## src/logic/pin_mux_defs.svh

```systemverilog
// constants for the comparator and gpio auxiliary pin multiplexer
`ifndef PIN_MUX_DEFS_SVH
`define PIN_MUX_DEFS_SVH

// ----------------------------------------------------------------
// sizes
// ----------------------------------------------------------------
`define AUX_PIN_COUNT      8
`define AUX_COMP_COUNT     6
`define AUX_SEL_W          16
`define APB_ADDR_W         12
`define APB_DATA_W         32
`define MAIN_PIN_W         7
`define COMP_IDX_W         3
`define COMP_NONE          3'h0
`define COMP_FIRST         3'h1

// ----------------------------------------------------------------
// register byte offsets
// ----------------------------------------------------------------
`define OFS_PIN_SELECT     12'h000
`define OFS_PULLUP_DIS     12'h004
`define OFS_DATA           12'h008
`define OFS_DIR            12'h00c
`define OFS_GPIO_EN        12'h010
`define OFS_PIN_LEVEL      12'h014
`define OFS_MAIN_QUERY     12'h018
`define OFS_MAIN_RESULT    12'h01c

// ----------------------------------------------------------------
// reset values
// ----------------------------------------------------------------
`define RST_PIN_SELECT     16'h0000
`define RST_PULLUP_DIS     8'hff
`define RST_DATA           8'h00
`define RST_DIR            8'h00
`define RST_GPIO_EN        8'h00
`define RST_MAIN_QUERY     10'h000
`define RST_PIN_BYTE       8'h00
`define RST_COMP_BITS      6'h00

// ----------------------------------------------------------------
// field positions
// ----------------------------------------------------------------
`define QUERY_W            10
`define QUERY_PIN_LSB      0
`define QUERY_PIN_MSB      6
`define QUERY_MODE_LSB     8
`define QUERY_MODE_MSB     9
`define RESULT_FUNC_MSB    4
`define RESULT_PRESENT_BIT 8

`endif

```

## src/logic/pin_mux_pkg.sv

```systemverilog
// types shared by the auxiliary pin multiplexer files
`include "pin_mux_defs.svh"

package pin_mux_pkg;

    // ----------------------------------------------------------------
    // pin modes and main bank functions
    // ----------------------------------------------------------------
    typedef enum logic [1:0] {
        MODE_GPIO  = 2'h0,
        MODE_RSVD1 = 2'h1,
        MODE_RSVD2 = 2'h2,
        MODE_ALT   = 2'h3
    } aux_mode_t;

    typedef enum logic [4:0] {
        FN_NONE, FN_GPIO, FN_CAPTURE_5, FN_CAPTURE_6,
        FN_QEP1_A, FN_QEP1_B, FN_QEP1_STROBE, FN_QEP1_INDEX,
        FN_SPI_MOSI, FN_SPI_MISO, FN_SPI_CLK, FN_SPI_SEL,
        FN_SPORT_RX_CLK, FN_SPORT_RX_FRAME,
        FN_QEP3_A, FN_QEP3_B, FN_QEP3_STROBE, FN_QEP3_INDEX,
        FN_PWM7_A, FN_PWM7_B, FN_PWM8_A, FN_PWM8_B, FN_PWM9_A, FN_PWM9_B
    } main_func_t;

    // ----------------------------------------------------------------
    // carriers
    // ----------------------------------------------------------------
    typedef struct packed {
        logic                      psel;
        logic                      penable;
        logic                      pwrite;
        logic [`APB_ADDR_W-1:0]    paddr;
        logic [`APB_DATA_W-1:0]    pwdata;
    } apb_req_t;

    typedef struct packed {
        logic [`APB_DATA_W-1:0]    prdata;
        logic                      pready;
        logic                      pslverr;
    } apb_rsp_t;

    typedef struct packed {
        logic [`AUX_PIN_COUNT-1:0] level;
        logic [`AUX_PIN_COUNT-1:0] enable;
        logic [`AUX_PIN_COUNT-1:0] pullup_en;
    } pin_drive_t;

endpackage : pin_mux_pkg
```

## src/logic/comparator_gpio_pin_mux.sv

```systemverilog
// auxiliary eight-pin bank: gpio or comparator output per pin, apb registers
//
// Design decisions made here: register access over APB and the placing of the registers.
`timescale 1ns/1ps
`default_nettype none
`include "pin_mux_defs.svh"

module comparator_gpio_pin_mux (
    // clock and reset
    input  wire logic                       sys_clk,
    input  wire logic                       rst_n,
    // register bus
    input  wire pin_mux_pkg::apb_req_t      apb_req,
    input  wire logic                       apb_from_ctrl_cpu,
    output var  pin_mux_pkg::apb_rsp_t      apb_rsp,
    // pins and comparator results
    input  wire logic [`AUX_PIN_COUNT-1:0]  aux_pin_in,
    input  wire logic [`AUX_COMP_COUNT-1:0] comparator_result,
    output var  pin_mux_pkg::pin_drive_t    aux_pin_drive
);

    // ----------------------------------------------------------------
    // declarations
    // ----------------------------------------------------------------
    logic [`AUX_SEL_W-1:0]      pin_select_r;
    logic [`AUX_SEL_W-1:0]      pin_select_nxt;
    logic [`AUX_PIN_COUNT-1:0]  pullup_dis_r;
    logic [`AUX_PIN_COUNT-1:0]  pullup_dis_nxt;
    logic [`AUX_PIN_COUNT-1:0]  data_r;
    logic [`AUX_PIN_COUNT-1:0]  data_nxt;
    logic [`AUX_PIN_COUNT-1:0]  dir_r;
    logic [`AUX_PIN_COUNT-1:0]  dir_nxt;
    logic [`AUX_PIN_COUNT-1:0]  gpio_en_r;
    logic [`AUX_PIN_COUNT-1:0]  gpio_en_nxt;
    logic [`QUERY_W-1:0]        main_query_r;
    logic [`QUERY_W-1:0]        main_query_nxt;
    logic [`APB_DATA_W-1:0]     main_result_r;
    logic [`APB_DATA_W-1:0]     main_result_nxt;

    logic [`APB_DATA_W-1:0]     prdata_r;
    logic [`APB_DATA_W-1:0]     prdata_nxt;
    logic                       pready_r;
    logic                       pready_nxt;
    logic                       pslverr_r;
    logic                       pslverr_nxt;

    pin_mux_pkg::pin_drive_t    drive_r;
    pin_mux_pkg::pin_drive_t    drive_nxt;

    logic [`AUX_PIN_COUNT-1:0]  pin_level;
    logic [`AUX_COMP_COUNT-1:0] comp_level;
    pin_mux_pkg::main_func_t    table_func;
    logic                       table_present;

    logic                       apb_setup;
    logic                       apb_write;
    logic [`APB_ADDR_W-1:0]     addr;
    logic [`APB_DATA_W-1:0]     wdata;
    logic [`AUX_PIN_COUNT-1:0]  data_view;
    pin_mux_pkg::aux_mode_t     mode_n;
    logic [`COMP_IDX_W-1:0]     comp_src_n;

    // ----------------------------------------------------------------
    // helpers
    // ----------------------------------------------------------------
    // comparator number routed to a pin in mode 3, zero when none
    function automatic logic [`COMP_IDX_W-1:0] comp_source(input int pin);
        unique case (pin)
            1:       comp_source = 3'h1;
            2:       comp_source = 3'h6;
            3:       comp_source = 3'h2;
            4:       comp_source = 3'h3;
            5:       comp_source = 3'h4;
            7:       comp_source = 3'h5;
            default: comp_source = `COMP_NONE;
        endcase
    endfunction : comp_source

    // two-bit mode field of one pin
    function automatic pin_mux_pkg::aux_mode_t pin_mode(
        input logic [`AUX_SEL_W-1:0] sel,
        input int                    pin
    );
        pin_mode = pin_mux_pkg::aux_mode_t'(sel[2*pin +: 2]);
    endfunction : pin_mode

    // address decode for the error path; reads decode the address in their own case
    function automatic logic addr_mapped(input logic [`APB_ADDR_W-1:0] a);
        unique case (a)
            `OFS_PIN_SELECT, `OFS_PULLUP_DIS, `OFS_DATA, `OFS_DIR,
            `OFS_GPIO_EN, `OFS_PIN_LEVEL, `OFS_MAIN_QUERY,
            `OFS_MAIN_RESULT: addr_mapped = 1'b1;
            default:          addr_mapped = 1'b0;
        endcase
    endfunction : addr_mapped

    // ----------------------------------------------------------------
    // input synchronisers
    // ----------------------------------------------------------------
    level_sync3 #(
        .WIDTH (`AUX_PIN_COUNT)
    ) u_pin_sync (
        .sys_clk   (sys_clk),
        .rst_n     (rst_n),
        .async_in  (aux_pin_in),
        .level_out (pin_level)
    );

    // comparators run asynchronously to the bus clock
    level_sync3 #(
        .WIDTH (`AUX_COMP_COUNT)
    ) u_comp_sync (
        .sys_clk   (sys_clk),
        .rst_n     (rst_n),
        .async_in  (comparator_result),
        .level_out (comp_level)
    );

    // ----------------------------------------------------------------
    // main bank lookup
    // ----------------------------------------------------------------
    // main bank table
    main_bank_func_table u_main_table (
        .pin_num (main_query_r[`QUERY_PIN_MSB:`QUERY_PIN_LSB]),
        .mode    (pin_mux_pkg::aux_mode_t'(main_query_r[`QUERY_MODE_MSB:`QUERY_MODE_LSB])),
        .func    (table_func),
        .present (table_present)
    );

    always_comb begin
        main_result_nxt = '0;
        main_result_nxt[`RESULT_FUNC_MSB:0] = table_func;
        main_result_nxt[`RESULT_PRESENT_BIT] = table_present;
    end

    // ----------------------------------------------------------------
    // apb slave
    // ----------------------------------------------------------------
    assign addr      = apb_req.paddr;
    assign wdata     = apb_req.pwdata;
    assign apb_setup = apb_req.psel && !apb_req.penable;
    // foreign masters are flagged at setup and never write
    assign apb_write = apb_req.psel && apb_req.penable && pready_r
                       && apb_req.pwrite && !pslverr_r;

    // data reads show the latch for outputs and the pin for inputs
    assign data_view = (dir_r & data_r) | (~dir_r & pin_level);

    // answer is prepared in setup so the access phase always lasts one cycle
    always_comb begin
        pready_nxt  = apb_setup;
        pslverr_nxt = 1'b0;
        prdata_nxt  = '0;
        if (apb_setup) begin
            // other masters get an error and read zero
            pslverr_nxt = !apb_from_ctrl_cpu || !addr_mapped(addr);
            if (apb_from_ctrl_cpu && !apb_req.pwrite) begin
                unique case (addr)
                    `OFS_PIN_SELECT:  prdata_nxt[`AUX_SEL_W-1:0]     = pin_select_r;
                    `OFS_PULLUP_DIS:  prdata_nxt[`AUX_PIN_COUNT-1:0] = pullup_dis_r;
                    `OFS_DATA:        prdata_nxt[`AUX_PIN_COUNT-1:0] = data_view;
                    `OFS_DIR:         prdata_nxt[`AUX_PIN_COUNT-1:0] = dir_r;
                    `OFS_GPIO_EN:     prdata_nxt[`AUX_PIN_COUNT-1:0] = gpio_en_r;
                    `OFS_PIN_LEVEL:   prdata_nxt[`AUX_PIN_COUNT-1:0] = pin_level;
                    `OFS_MAIN_QUERY:  prdata_nxt[`QUERY_W-1:0]       = main_query_r;
                    `OFS_MAIN_RESULT: prdata_nxt                     = main_result_r;
                    default:          prdata_nxt                     = '0;
                endcase
            end
        end
    end

    always_ff @(posedge sys_clk) begin
        if (!rst_n) begin
            prdata_r  <= '0;
            pready_r  <= 1'b0;
            pslverr_r <= 1'b0;
        end else begin
            prdata_r  <= prdata_nxt;
            pready_r  <= pready_nxt;
            pslverr_r <= pslverr_nxt;
        end
    end

    assign apb_rsp.prdata  = prdata_r;
    assign apb_rsp.pready  = pready_r;
    assign apb_rsp.pslverr = pslverr_r;

    // ----------------------------------------------------------------
    // configuration registers
    // ----------------------------------------------------------------
    // this bank's own register set
    always_comb begin
        pin_select_nxt = pin_select_r;
        pullup_dis_nxt = pullup_dis_r;
        data_nxt       = data_r;
        dir_nxt        = dir_r;
        gpio_en_nxt    = gpio_en_r;
        main_query_nxt = main_query_r;
        if (apb_write) begin
            unique case (addr)
                // reserved codes are stored as written and read back
                `OFS_PIN_SELECT: pin_select_nxt = wdata[`AUX_SEL_W-1:0];
                `OFS_PULLUP_DIS: pullup_dis_nxt = wdata[`AUX_PIN_COUNT-1:0];
                `OFS_DATA:       data_nxt       = wdata[`AUX_PIN_COUNT-1:0];
                `OFS_DIR:        dir_nxt        = wdata[`AUX_PIN_COUNT-1:0];
                `OFS_GPIO_EN:    gpio_en_nxt    = wdata[`AUX_PIN_COUNT-1:0];
                `OFS_MAIN_QUERY: main_query_nxt = wdata[`QUERY_W-1:0];
                default: begin
                end
            endcase
        end
    end

    always_ff @(posedge sys_clk) begin
        if (!rst_n) begin
            pin_select_r  <= `RST_PIN_SELECT;
            pullup_dis_r  <= `RST_PULLUP_DIS;
            data_r        <= `RST_DATA;
            dir_r         <= `RST_DIR;
            gpio_en_r     <= `RST_GPIO_EN;
            main_query_r  <= `RST_MAIN_QUERY;
            main_result_r <= '0;
        end else begin
            pin_select_r  <= pin_select_nxt;
            pullup_dis_r  <= pullup_dis_nxt;
            data_r        <= data_nxt;
            dir_r         <= dir_nxt;
            gpio_en_r     <= gpio_en_nxt;
            main_query_r  <= main_query_nxt;
            main_result_r <= main_result_nxt;
        end
    end

    // ----------------------------------------------------------------
    // pin multiplexer
    // ----------------------------------------------------------------
    // pin outputs are registered: one cycle of latency bought glitch-free pins
    always_comb begin
        drive_nxt  = '0;
        mode_n     = pin_mux_pkg::MODE_GPIO;
        comp_src_n = `COMP_NONE;
        for (int n = 0; n < `AUX_PIN_COUNT; n++) begin
            // field of pin n at bits 2n+1..2n
            mode_n     = pin_mode(pin_select_r, n);
            comp_src_n = comp_source(n);
            // each pullup follows its own bit
            drive_nxt.pullup_en[n] = !pullup_dis_r[n];
            unique case (mode_n)
                // mode 0 is the pin's own gpio
                pin_mux_pkg::MODE_GPIO: begin
                    // gpio only once software enables it
                    if (gpio_en_r[n]) begin
                        drive_nxt.level[n]  = data_r[n];
                        drive_nxt.enable[n] = dir_r[n];
                    end
                end
                // comparator map, pins 0 and 6 have none
                pin_mux_pkg::MODE_ALT: begin
                    if (comp_src_n != `COMP_NONE) begin
                        drive_nxt.level[n]  = comp_level[comp_src_n - `COMP_FIRST];
                        drive_nxt.enable[n] = 1'b1;
                    end
                end
                // reserved modes leave the pin undriven
                // software is expected to avoid these codes
                pin_mux_pkg::MODE_RSVD1, pin_mux_pkg::MODE_RSVD2: begin
                    drive_nxt.level[n]  = 1'b0;
                    drive_nxt.enable[n] = 1'b0;
                end
            endcase
        end
    end

    always_ff @(posedge sys_clk) begin
        if (!rst_n) begin
            // no pin driven, pullups off while analog
            drive_r.level     <= `RST_PIN_BYTE;
            drive_r.enable    <= `RST_PIN_BYTE;
            drive_r.pullup_en <= ~`RST_PULLUP_DIS;
        end else begin
            drive_r <= drive_nxt;
        end
    end

    assign aux_pin_drive = drive_r;

endmodule : comparator_gpio_pin_mux

`default_nettype wire

```

## src/logic/level_sync3.sv

```systemverilog
// three-stage synchroniser that passes a level once two stages agree
`timescale 1ns/1ps
`default_nettype none

module level_sync3 #(
    parameter int WIDTH = 8
) (
    // clock and reset
    input  wire logic             sys_clk,
    input  wire logic             rst_n,
    // asynchronous levels in, settled levels out
    input  wire logic [WIDTH-1:0] async_in,
    output var  logic [WIDTH-1:0] level_out
);

    logic [WIDTH-1:0] s1_r;
    logic [WIDTH-1:0] s2_r;
    logic [WIDTH-1:0] s3_r;
    logic [WIDTH-1:0] out_r;
    logic [WIDTH-1:0] out_nxt;

    // a bit only moves when stage two and three agree, filtering one-cycle glitches
    always_comb begin
        out_nxt = out_r;
        for (int i = 0; i < WIDTH; i++) begin
            if (s2_r[i] == s3_r[i]) begin
                out_nxt[i] = s3_r[i];
            end
        end
    end

    always_ff @(posedge sys_clk) begin
        if (!rst_n) begin
            s1_r  <= '0;
            s2_r  <= '0;
            s3_r  <= '0;
            out_r <= '0;
        end else begin
            s1_r  <= async_in;
            s2_r  <= s1_r;
            s3_r  <= s2_r;
            out_r <= out_nxt;
        end
    end

    assign level_out = out_r;

endmodule : level_sync3

`default_nettype wire

```

## src/logic/main_bank_func_table.sv

```systemverilog
// function lookup for main bank pins 40 to 71 by peripheral mode
`timescale 1ns/1ps
`default_nettype none
`include "pin_mux_defs.svh"

module main_bank_func_table (
    // lookup key
    input  wire logic [`MAIN_PIN_W-1:0]  pin_num,
    input  wire pin_mux_pkg::aux_mode_t  mode,
    // lookup answer
    output var  pin_mux_pkg::main_func_t func,
    output var  logic                    present
);

    // the table is pure wiring; the top registers its answer
    always_comb begin
        func    = pin_mux_pkg::FN_NONE;
        present = 1'b0;
        if (pin_num >= 7'h28 && pin_num <= 7'h47) begin
            present = 1'b1;
        end
        // positions 44 and 64 to 67 are bonded to nothing
        if (pin_num == 7'h2c || (pin_num >= 7'h40 && pin_num <= 7'h43)) begin
            present = 1'b0;
        end
        if (present) begin
            unique case (mode)
                pin_mux_pkg::MODE_GPIO: begin
                    func = pin_mux_pkg::FN_GPIO;
                end
                pin_mux_pkg::MODE_RSVD1: begin
                    unique case (pin_num)
                        7'h30:   func = pin_mux_pkg::FN_CAPTURE_5;
                        7'h31:   func = pin_mux_pkg::FN_CAPTURE_6;
                        7'h32:   func = pin_mux_pkg::FN_QEP1_A;
                        7'h33:   func = pin_mux_pkg::FN_QEP1_B;
                        7'h34:   func = pin_mux_pkg::FN_QEP1_STROBE;
                        7'h35:   func = pin_mux_pkg::FN_QEP1_INDEX;
                        7'h36:   func = pin_mux_pkg::FN_SPI_MOSI;
                        7'h37:   func = pin_mux_pkg::FN_SPI_MISO;
                        7'h38:   func = pin_mux_pkg::FN_SPI_CLK;
                        7'h39:   func = pin_mux_pkg::FN_SPI_SEL;
                        7'h3a:   func = pin_mux_pkg::FN_SPORT_RX_CLK;
                        7'h3b:   func = pin_mux_pkg::FN_SPORT_RX_FRAME;
                        default: func = pin_mux_pkg::FN_NONE;
                    endcase
                end
                pin_mux_pkg::MODE_RSVD2: begin
                    func = pin_mux_pkg::FN_NONE;
                end
                pin_mux_pkg::MODE_ALT: begin
                    unique case (pin_num)
                        7'h36:   func = pin_mux_pkg::FN_QEP3_A;
                        7'h37:   func = pin_mux_pkg::FN_QEP3_B;
                        7'h38:   func = pin_mux_pkg::FN_QEP3_STROBE;
                        7'h39:   func = pin_mux_pkg::FN_QEP3_INDEX;
                        7'h3a:   func = pin_mux_pkg::FN_PWM7_A;
                        7'h3b:   func = pin_mux_pkg::FN_PWM7_B;
                        7'h3c:   func = pin_mux_pkg::FN_PWM8_A;
                        7'h3d:   func = pin_mux_pkg::FN_PWM8_B;
                        7'h3e:   func = pin_mux_pkg::FN_PWM9_A;
                        7'h3f:   func = pin_mux_pkg::FN_PWM9_B;
                        default: func = pin_mux_pkg::FN_NONE;
                    endcase
                end
            endcase
        end
    end

endmodule : main_bank_func_table

`default_nettype wire

```

## config.mk

```make
export PLATFORM = sky130hd
export DESIGN_NAME = comparator_gpio_pin_mux
export DESIGN_NICKNAME = d
export VERILOG_FILES = /design/src/logic/pin_mux_pkg.sv /design/src/logic/comparator_gpio_pin_mux.sv /design/src/logic/level_sync3.sv /design/src/logic/main_bank_func_table.sv
export VERILOG_INCLUDE_DIRS = /design/src /design/src/logic
export SDC_FILE = /design/constraint.sdc
export NUM_CORES = 1
export LEC_CHECK = 0
export BUFFER_PORTS_ARGS = -buffer_cell sky130_fd_sc_hd__buf_2
export CAP_MARGIN = 40
export CORE_ASPECT_RATIO = 0.9
export CORE_MARGIN = 2
export CORE_UTILIZATION = 49
export CTS_CLUSTER_SIZE = 16
export DETAILED_ROUTE_END_ITERATION = 10
export PLACE_DENSITY = 0.75
export SKIP_LAST_GASP = 1
export SLEW_MARGIN = 20
export SYNTH_ARGS = -nofsm -noshare
export SYNTH_HDL_FRONTEND = slang
export SYNTH_SLANG_ARGS = --single-unit
```

## constraint.sdc

```tcl
create_clock -name sys_clk -period 1.48 [get_ports sys_clk]
set_input_delay 0.222 -clock sys_clk [delete_from_list [all_inputs] [get_ports sys_clk]]
set_output_delay 0.222 -clock sys_clk [all_outputs]
set_load 0.01 [all_outputs]
```

======== Word level (Yosys, flattened, before mapping) ========
Memory sizes are Yosys's and may differ from the RTL's.
Cells that the tools add are included.
word-level totals
  bits in registers ....................... 204
  ROM bits ................................ 32
  output and inout bits ................... 58
  memories ................................ 1
operators by class
  $lt $le $gt $ge ......................... 4
  equal/unequal tests ..................... 65
  multiplexer cells ....................... 42
  bitwise logic cells ..................... 4
  reduce and logical (&&, ||, !) cells .... 52
memories
  name             words  bits a word  rd ports  clocked after memory_dff  wr ports  line                           RTL
  (no name shown)  32     1            1         0                         0         comparator_gpio_pin_mux.sv:89  unique case (a)
operators by type and width
  cell                                                                     number
  7-bit by 6-bit equality test with 1-bit output (second input constant)   17
  8-bit one-hot mux with 8 select lines                                    1
  5-bit one-hot mux with 10 select lines                                   1
  12-bit by 5-bit equality test with 1-bit output (second input constant)  4
  4-bit one-hot mux with 12 select lines                                   1
  2-bit equality test (second input constant)                              18
  1-bit one-hot mux with 3 select lines                                    12
  12-bit by 4-bit equality test with 1-bit output (second input constant)  2
  1-bit two-way mux                                                        20
  5-bit one-hot mux with 4 select lines                                    1
  2-bit by 1-bit equality test with 1-bit output (second input constant)   9
  2-bit zero test                                                          9
  8-bit bitwise AND                                                        2
  2-bit AND reduction                                                      8
  1-bit equality test                                                      14
  7-bit <= comparator (second input constant)                              2
  1-bit zero test                                                          13
  12-bit by 3-bit equality test with 1-bit output (second input constant)  1
  12-bit zero test                                                         1
  6-bit one-hot mux with 2 select lines                                    1
  2-bit OR reduction                                                       6
  1-bit logical AND                                                        8
  8-bit NOT                                                                1
  8-bit bitwise OR                                                         1
  other kinds (9)                                                          14

======== Depth between registers and ports, before layout ========
  word-level depth ........................ 5
  mapped depth ............................ 7
  depth with buffers taken out ............ 4

======== By module ========
From an unflattened synthesis, not the netlist that was laid out.
unflattened totals
  cells, all modules ...................... 632
  area total of the unflattened synthesis .. 6362.4 um^2
modules (own cells, without submodules)
  module                      times used  cells each  area each (um^2)  seq. area each (um^2)
  comparator_gpio_pin_mux     1           456         4521.8            2122.0
  level_sync3 at u_pin_sync   1           83          960.9             640.6
  level_sync3 at u_comp_sync  1           62          710.7             480.5
  main_bank_func_table        1           31          168.9             0.0

======== Worst setup path before layout ========
Ideal clock, no wire load.
  kind .................................... reg-to-reg
  start ................................... reg pslverr_r
  end ..................................... reg pin_select_r[2]
  setup time .............................. 0.072 ns
  arrival ................................. 1.346 ns
  data required time ...................... 1.408 ns
  path slack .............................. 0.062 ns
  cell stages (with the launch flop) ...... 8
  clock period less this slack ............ 1.418 ns
  cells stage by stage .................... dfxtp_1 -> and4b_1 -> buf_6 -> and2_4 -> buf_6 -> and3_4 -> buf_12 -> mux2i_1
between the ends
  longest elaborated chain between the ends .. 3
RTL lines
  item                                  line                            RTL
  start, declared                       comparator_gpio_pin_mux.sv:44   logic pslverr_r;
  start signal, assigned                comparator_gpio_pin_mux.sv:181  pslverr_r <= pslverr_nxt;
  1-bit zero test                       comparator_gpio_pin_mux.sv:144  && apb_req.pwrite && !pslverr_r;
  1-bit logical AND                     comparator_gpio_pin_mux.sv:144
  2-bit AND reduction (no source line)  --
  end signal, assigned                  comparator_gpio_pin_mux.sv:217  pin_select_r <= `RST_PIN_SELECT;
  end signal, assigned                  comparator_gpio_pin_mux.sv:225  pin_select_r <= pin_select_nxt;
  end, declared                         comparator_gpio_pin_mux.sv:25   logic [`AUX_SEL_W-1:0] pin_select_r;
Every way passes these cells.
A chain may end at the register's enable or synchronous reset.

======== Worst setup path after layout ========
  start ................................... reg pslverr_r
  end ..................................... reg main_query_r[0]
between the ends
  longest elaborated chain between the ends .. 3
RTL lines
  item                                  line                            RTL
  1-bit zero test                       comparator_gpio_pin_mux.sv:144
  1-bit logical AND                     comparator_gpio_pin_mux.sv:144
  2-bit AND reduction (no source line)  --
  end signal, assigned                  comparator_gpio_pin_mux.sv:222  main_query_r <= `RST_MAIN_QUERY;
  end signal, assigned                  comparator_gpio_pin_mux.sv:230  main_query_r <= main_query_nxt;
  end, declared                         comparator_gpio_pin_mux.sv:35   logic [`QUERY_W-1:0] main_query_r;
Every way passes these cells.

==> qor.txt <==
drc violations - 0
initial antenna violation count - 0
CP endpoint kind - flip-flop
Synth Cell Area - 6300 sq um
R2R setup slack - 20 ps
CP startpoint kind - flip-flop
CP delay by family, top - simple AND/OR/NAND/NOR gates
DR WL/cell - 18.0 um
first-pass GRT wire length - 26900 um
Tmin final - 1460 ps
number of cells on the critical path - 4
Post CTS Setup Buffer Count - 0
final core occ - 0.618
met3 wire len - 1560 um
Worst R2R End - main_query_r[0]
Final ANT Viol Nets - 0
Worst-path clk slew - 60 ps
Chip Width - 123 um
I/O Pins - 122
Cell Rows - 39
Area growth syn-to-layout - 24.0%
CTS tree - done
Arr. time, crit path - 1820 ps
Worst Hold Class - input port to flip-flop
starting density of the core - 0.498
final hold vios - 0
CTS root buf - clkbuf_16
WHS - 19.5 ps
Leakage - 3.12 nW
RSZ-0062 raised after global routing - yes
Post-DP HPWL - 12300 um
Die Ht - 112 um
drt pass-1 iters - 6
Reg2Reg Depth - 4
Synth warnings - 0
GR Overflow Total - 0
via count - 5420
Main synth FF type - dfxtp_1
final non-filler cell total - 963
register area share after synthesis - 0.515
uppermost layer routed - met4
met2 WL - 7810 um
share of the synthesized area in the top cell type - 0.515
Synth area leader - dfxtp_1
Netlist cell types - 55
final WL - 17300 um
CORE AREA - 12600 sq um
largest net degree at the start of global routing - 49
crit share post-route - 0.987
gr usage total - 0.260
number of max-cap violations - 0
Synth area leaders - dfxtp_1 52%, mux2i_1 5.1%, a21oi_1 4.5%
M1 WL - 7540 um
Slowest-stage cell, CP - and4b_2
Peak VDD IR - 0.855 mV
setup violators final - 0
clock sinks - 162
cell area power density - 1160 nW/um^2
hold path startpoint - aux_pin_in[6]
Final #Nets - 853
layout cells sized above 1 - 0.237
number of global-route vias before repair - 5055
GP Congestion - 0.900
Avg Synthesized Cell Area - 9.53 sq um
worst endpoint required time - 1840 ps
clock buffer depth - 2
Setup crit start - pslverr_r
crit path buf inv count - 0
flops & latches, synth - 162
max-slew violation count - 0
crit path kind - flip-flop to flip-flop
I/O Buffers - 89
die footprint - 13800 sq um
ANT cells - 0
vias per inst - 5.63
Setup Skew - 8.46 ps
placed cell count - 917
Critical Path Max Stage Delay - 350 ps
post-synthesis cell count - 661
end of the critical path - main_query_r[0]
setup_tns - 0 ps
H-tree depth reported by CTS - 4
Crit Path Max Fanout - 7
Max Clk Rate - 0.685 GHz
status - complete, no violations
Post-synth EDFFs - 0
DRT iter0 DRCs - 570
worst-path cell chain - and4b_2 > and2_4 > and3_4 > mux2i_1
ys async rst share - 0
CTS Buf Count - 17
worst-skew pair later-pin latency - 430 ps
r2r startpoint - pslverr_r
## what timing repair did
item,in CTS,in global routing
setup endpoints to repair,27,31
gates resized for setup,2,7
hold buffers,13,0
endpoints found under the hold margin,13,0
pin swaps,0,0
cloned,2,0
## area by class of cell
| class | instances | area [sq um] |
|---|---|---|
| clock buffer | 21 | 460 |
| clock inverter | 10 | 100 |
| fill | 1048 | 4830 |
| inverter | 3 | 11.3 |
| multi-input combinational | 449 | 2740 |
| sequential | 162 | 3240 |
| tap | 164 | 205 |
| timing repair buffer | 154 | 1040 |
## worst register-to-register path, stage by stage (launching register included)
cell and delay, ps:
dfxtp_1 310, and4b_2 350, and2_4 220, and3_4 310, mux2i_1 210
## registers in the layout (all words and copies together), names as in the netlist
register               cells
pslverr_r                  1
aux_pin_drive             24
prdata_r                  16
pin_select_r              16
pullup_dis_r               8
main_result_r              6
pready_r                   1
u_comp_sync.s3_r           6
u_pin_sync.s2_r            8
u_pin_sync.s3_r            8
data_r                     8
u_comp_sync.level_out      6
u_comp_sync.s1_r           6
u_pin_sync.level_out       8
u_comp_sync.s2_r           6
gpio_en_r                  8
dir_r                      8
main_query_r              10
u_pin_sync.s1_r            8
## cells in the mapped netlist, types with 2 or more instances
master,count
and4b_1,3
a21o_1,3
nand3b_1,4
ha_1,2
nand2_1,53
a22oi_1,16
nor2_1,32
nor3b_1,10
clkbuf_1,26
a21oi_1,56
a222oi_1,4
and3_1,12
nor2b_1,4
o211ai_1,4
buf_4,24
nand4_1,16
a32oi_1,6
buf_6,2
buf_2,10
and3_4,2
o22ai_1,5
o21ai_0,53
buf_12,2
nand3_1,40
and2_1,42
mux2i_1,32
and4_1,4
dfxtp_1,162
nand2b_1,3
a22o_1,4
## where the power goes
part	switching [mW]	internal (mW)
Combinational	0.254	0.189
Sequential	0.0190	4.41
Clock	1.77	2.41
## metrics by stage
step,setup slack [ps],instance area [sq um],power [mW]
5_1_grt,-51.7,7800,9.35
4_1_cts,23.8,7790,9.09
3_5_place_dp,-228,7080,4.93
6_report,20.0,7800,9.05
3_3_place_gp,-161,7080,4.92
2_1_floorplan,62.0,6350,4.76
## cells in the final DEF (no fill, tap or decap), types with 2 or more instances in the layout
| master | n |
|---|---|
| clkinvlp_4 | 4 |
| o211ai_1 | 4 |
| nor3b_1 | 10 |
| clkbuf_8 | 2 |
| conb_1 | 16 |
| and4b_1 | 2 |
| nor2b_1 | 4 |
| inv_6 | 3 |
| and4_1 | 4 |
| clkbuf_16 | 17 |
| a32oi_1 | 6 |
| buf_2 | 89 |
| nand2b_1 | 3 |
| and3_4 | 3 |
| a21o_1 | 3 |
| and3_1 | 11 |
| dfxtp_1 | 162 |
| o21ai_1 | 3 |
| ha_1 | 2 |
| a222oi_1 | 4 |
| dlygate4sd3_1 | 13 |
| and3_2 | 2 |
| buf_12 | 6 |
| nand2_1 | 53 |
| nand3_1 | 39 |
| a22o_1 | 4 |
| o22ai_1 | 5 |
| mux2i_1 | 31 |
| nand4_1 | 16 |
| buf_4 | 46 |
| and2_1 | 42 |
| nand3b_1 | 4 |
| a21oi_1 | 56 |
| o21ai_0 | 50 |
| a22oi_1 | 16 |
| clkbuf_1 | 2 |
| nor2_1 | 32 |
## logic make-up (layout without fill, tap and decap cells)
kind of cell,count (synthesis),count (layout),share of synthesized area
XOR/XNOR,1,1,0.00139
AND/OR/NAND/NOR,235,237,0.209
other,1,16,0.000596
multiplexers,34,34,0.0562
AO/OA/AOI/OAI,159,159,0.150
buffers and inverters,67,188,0.0638
adder cells (fa/ha/maj),2,2,0.00397
flip-flops,162,162,0.515
## worst min-delay path by stage
stage,to,slack (ps),depth (start not counted)
finish,u_pin_sync.s1_r[6],20,2
global route,u_pin_sync.s1_r[6],20,2
CTS,u_pin_sync.s1_r[6],10,2
detailed placement,u_pin_sync.s2_r[7],420,1
global placement,u_pin_sync.s2_r[7],410,1
floorplan,pslverr_r,310,1
## routing by layer
| layer | GRT usage | vias up |
|---|---|---|
| met5 | 0 | - |
| met4 | 0.111 | 0 |
| met3 | 0.0558 | 36 |
| met2 | 0.395 | 260 |
| met1 | 0.357 | 2543 |
| li1 | - | 2581 |
(Power assumes the default switching activity.)
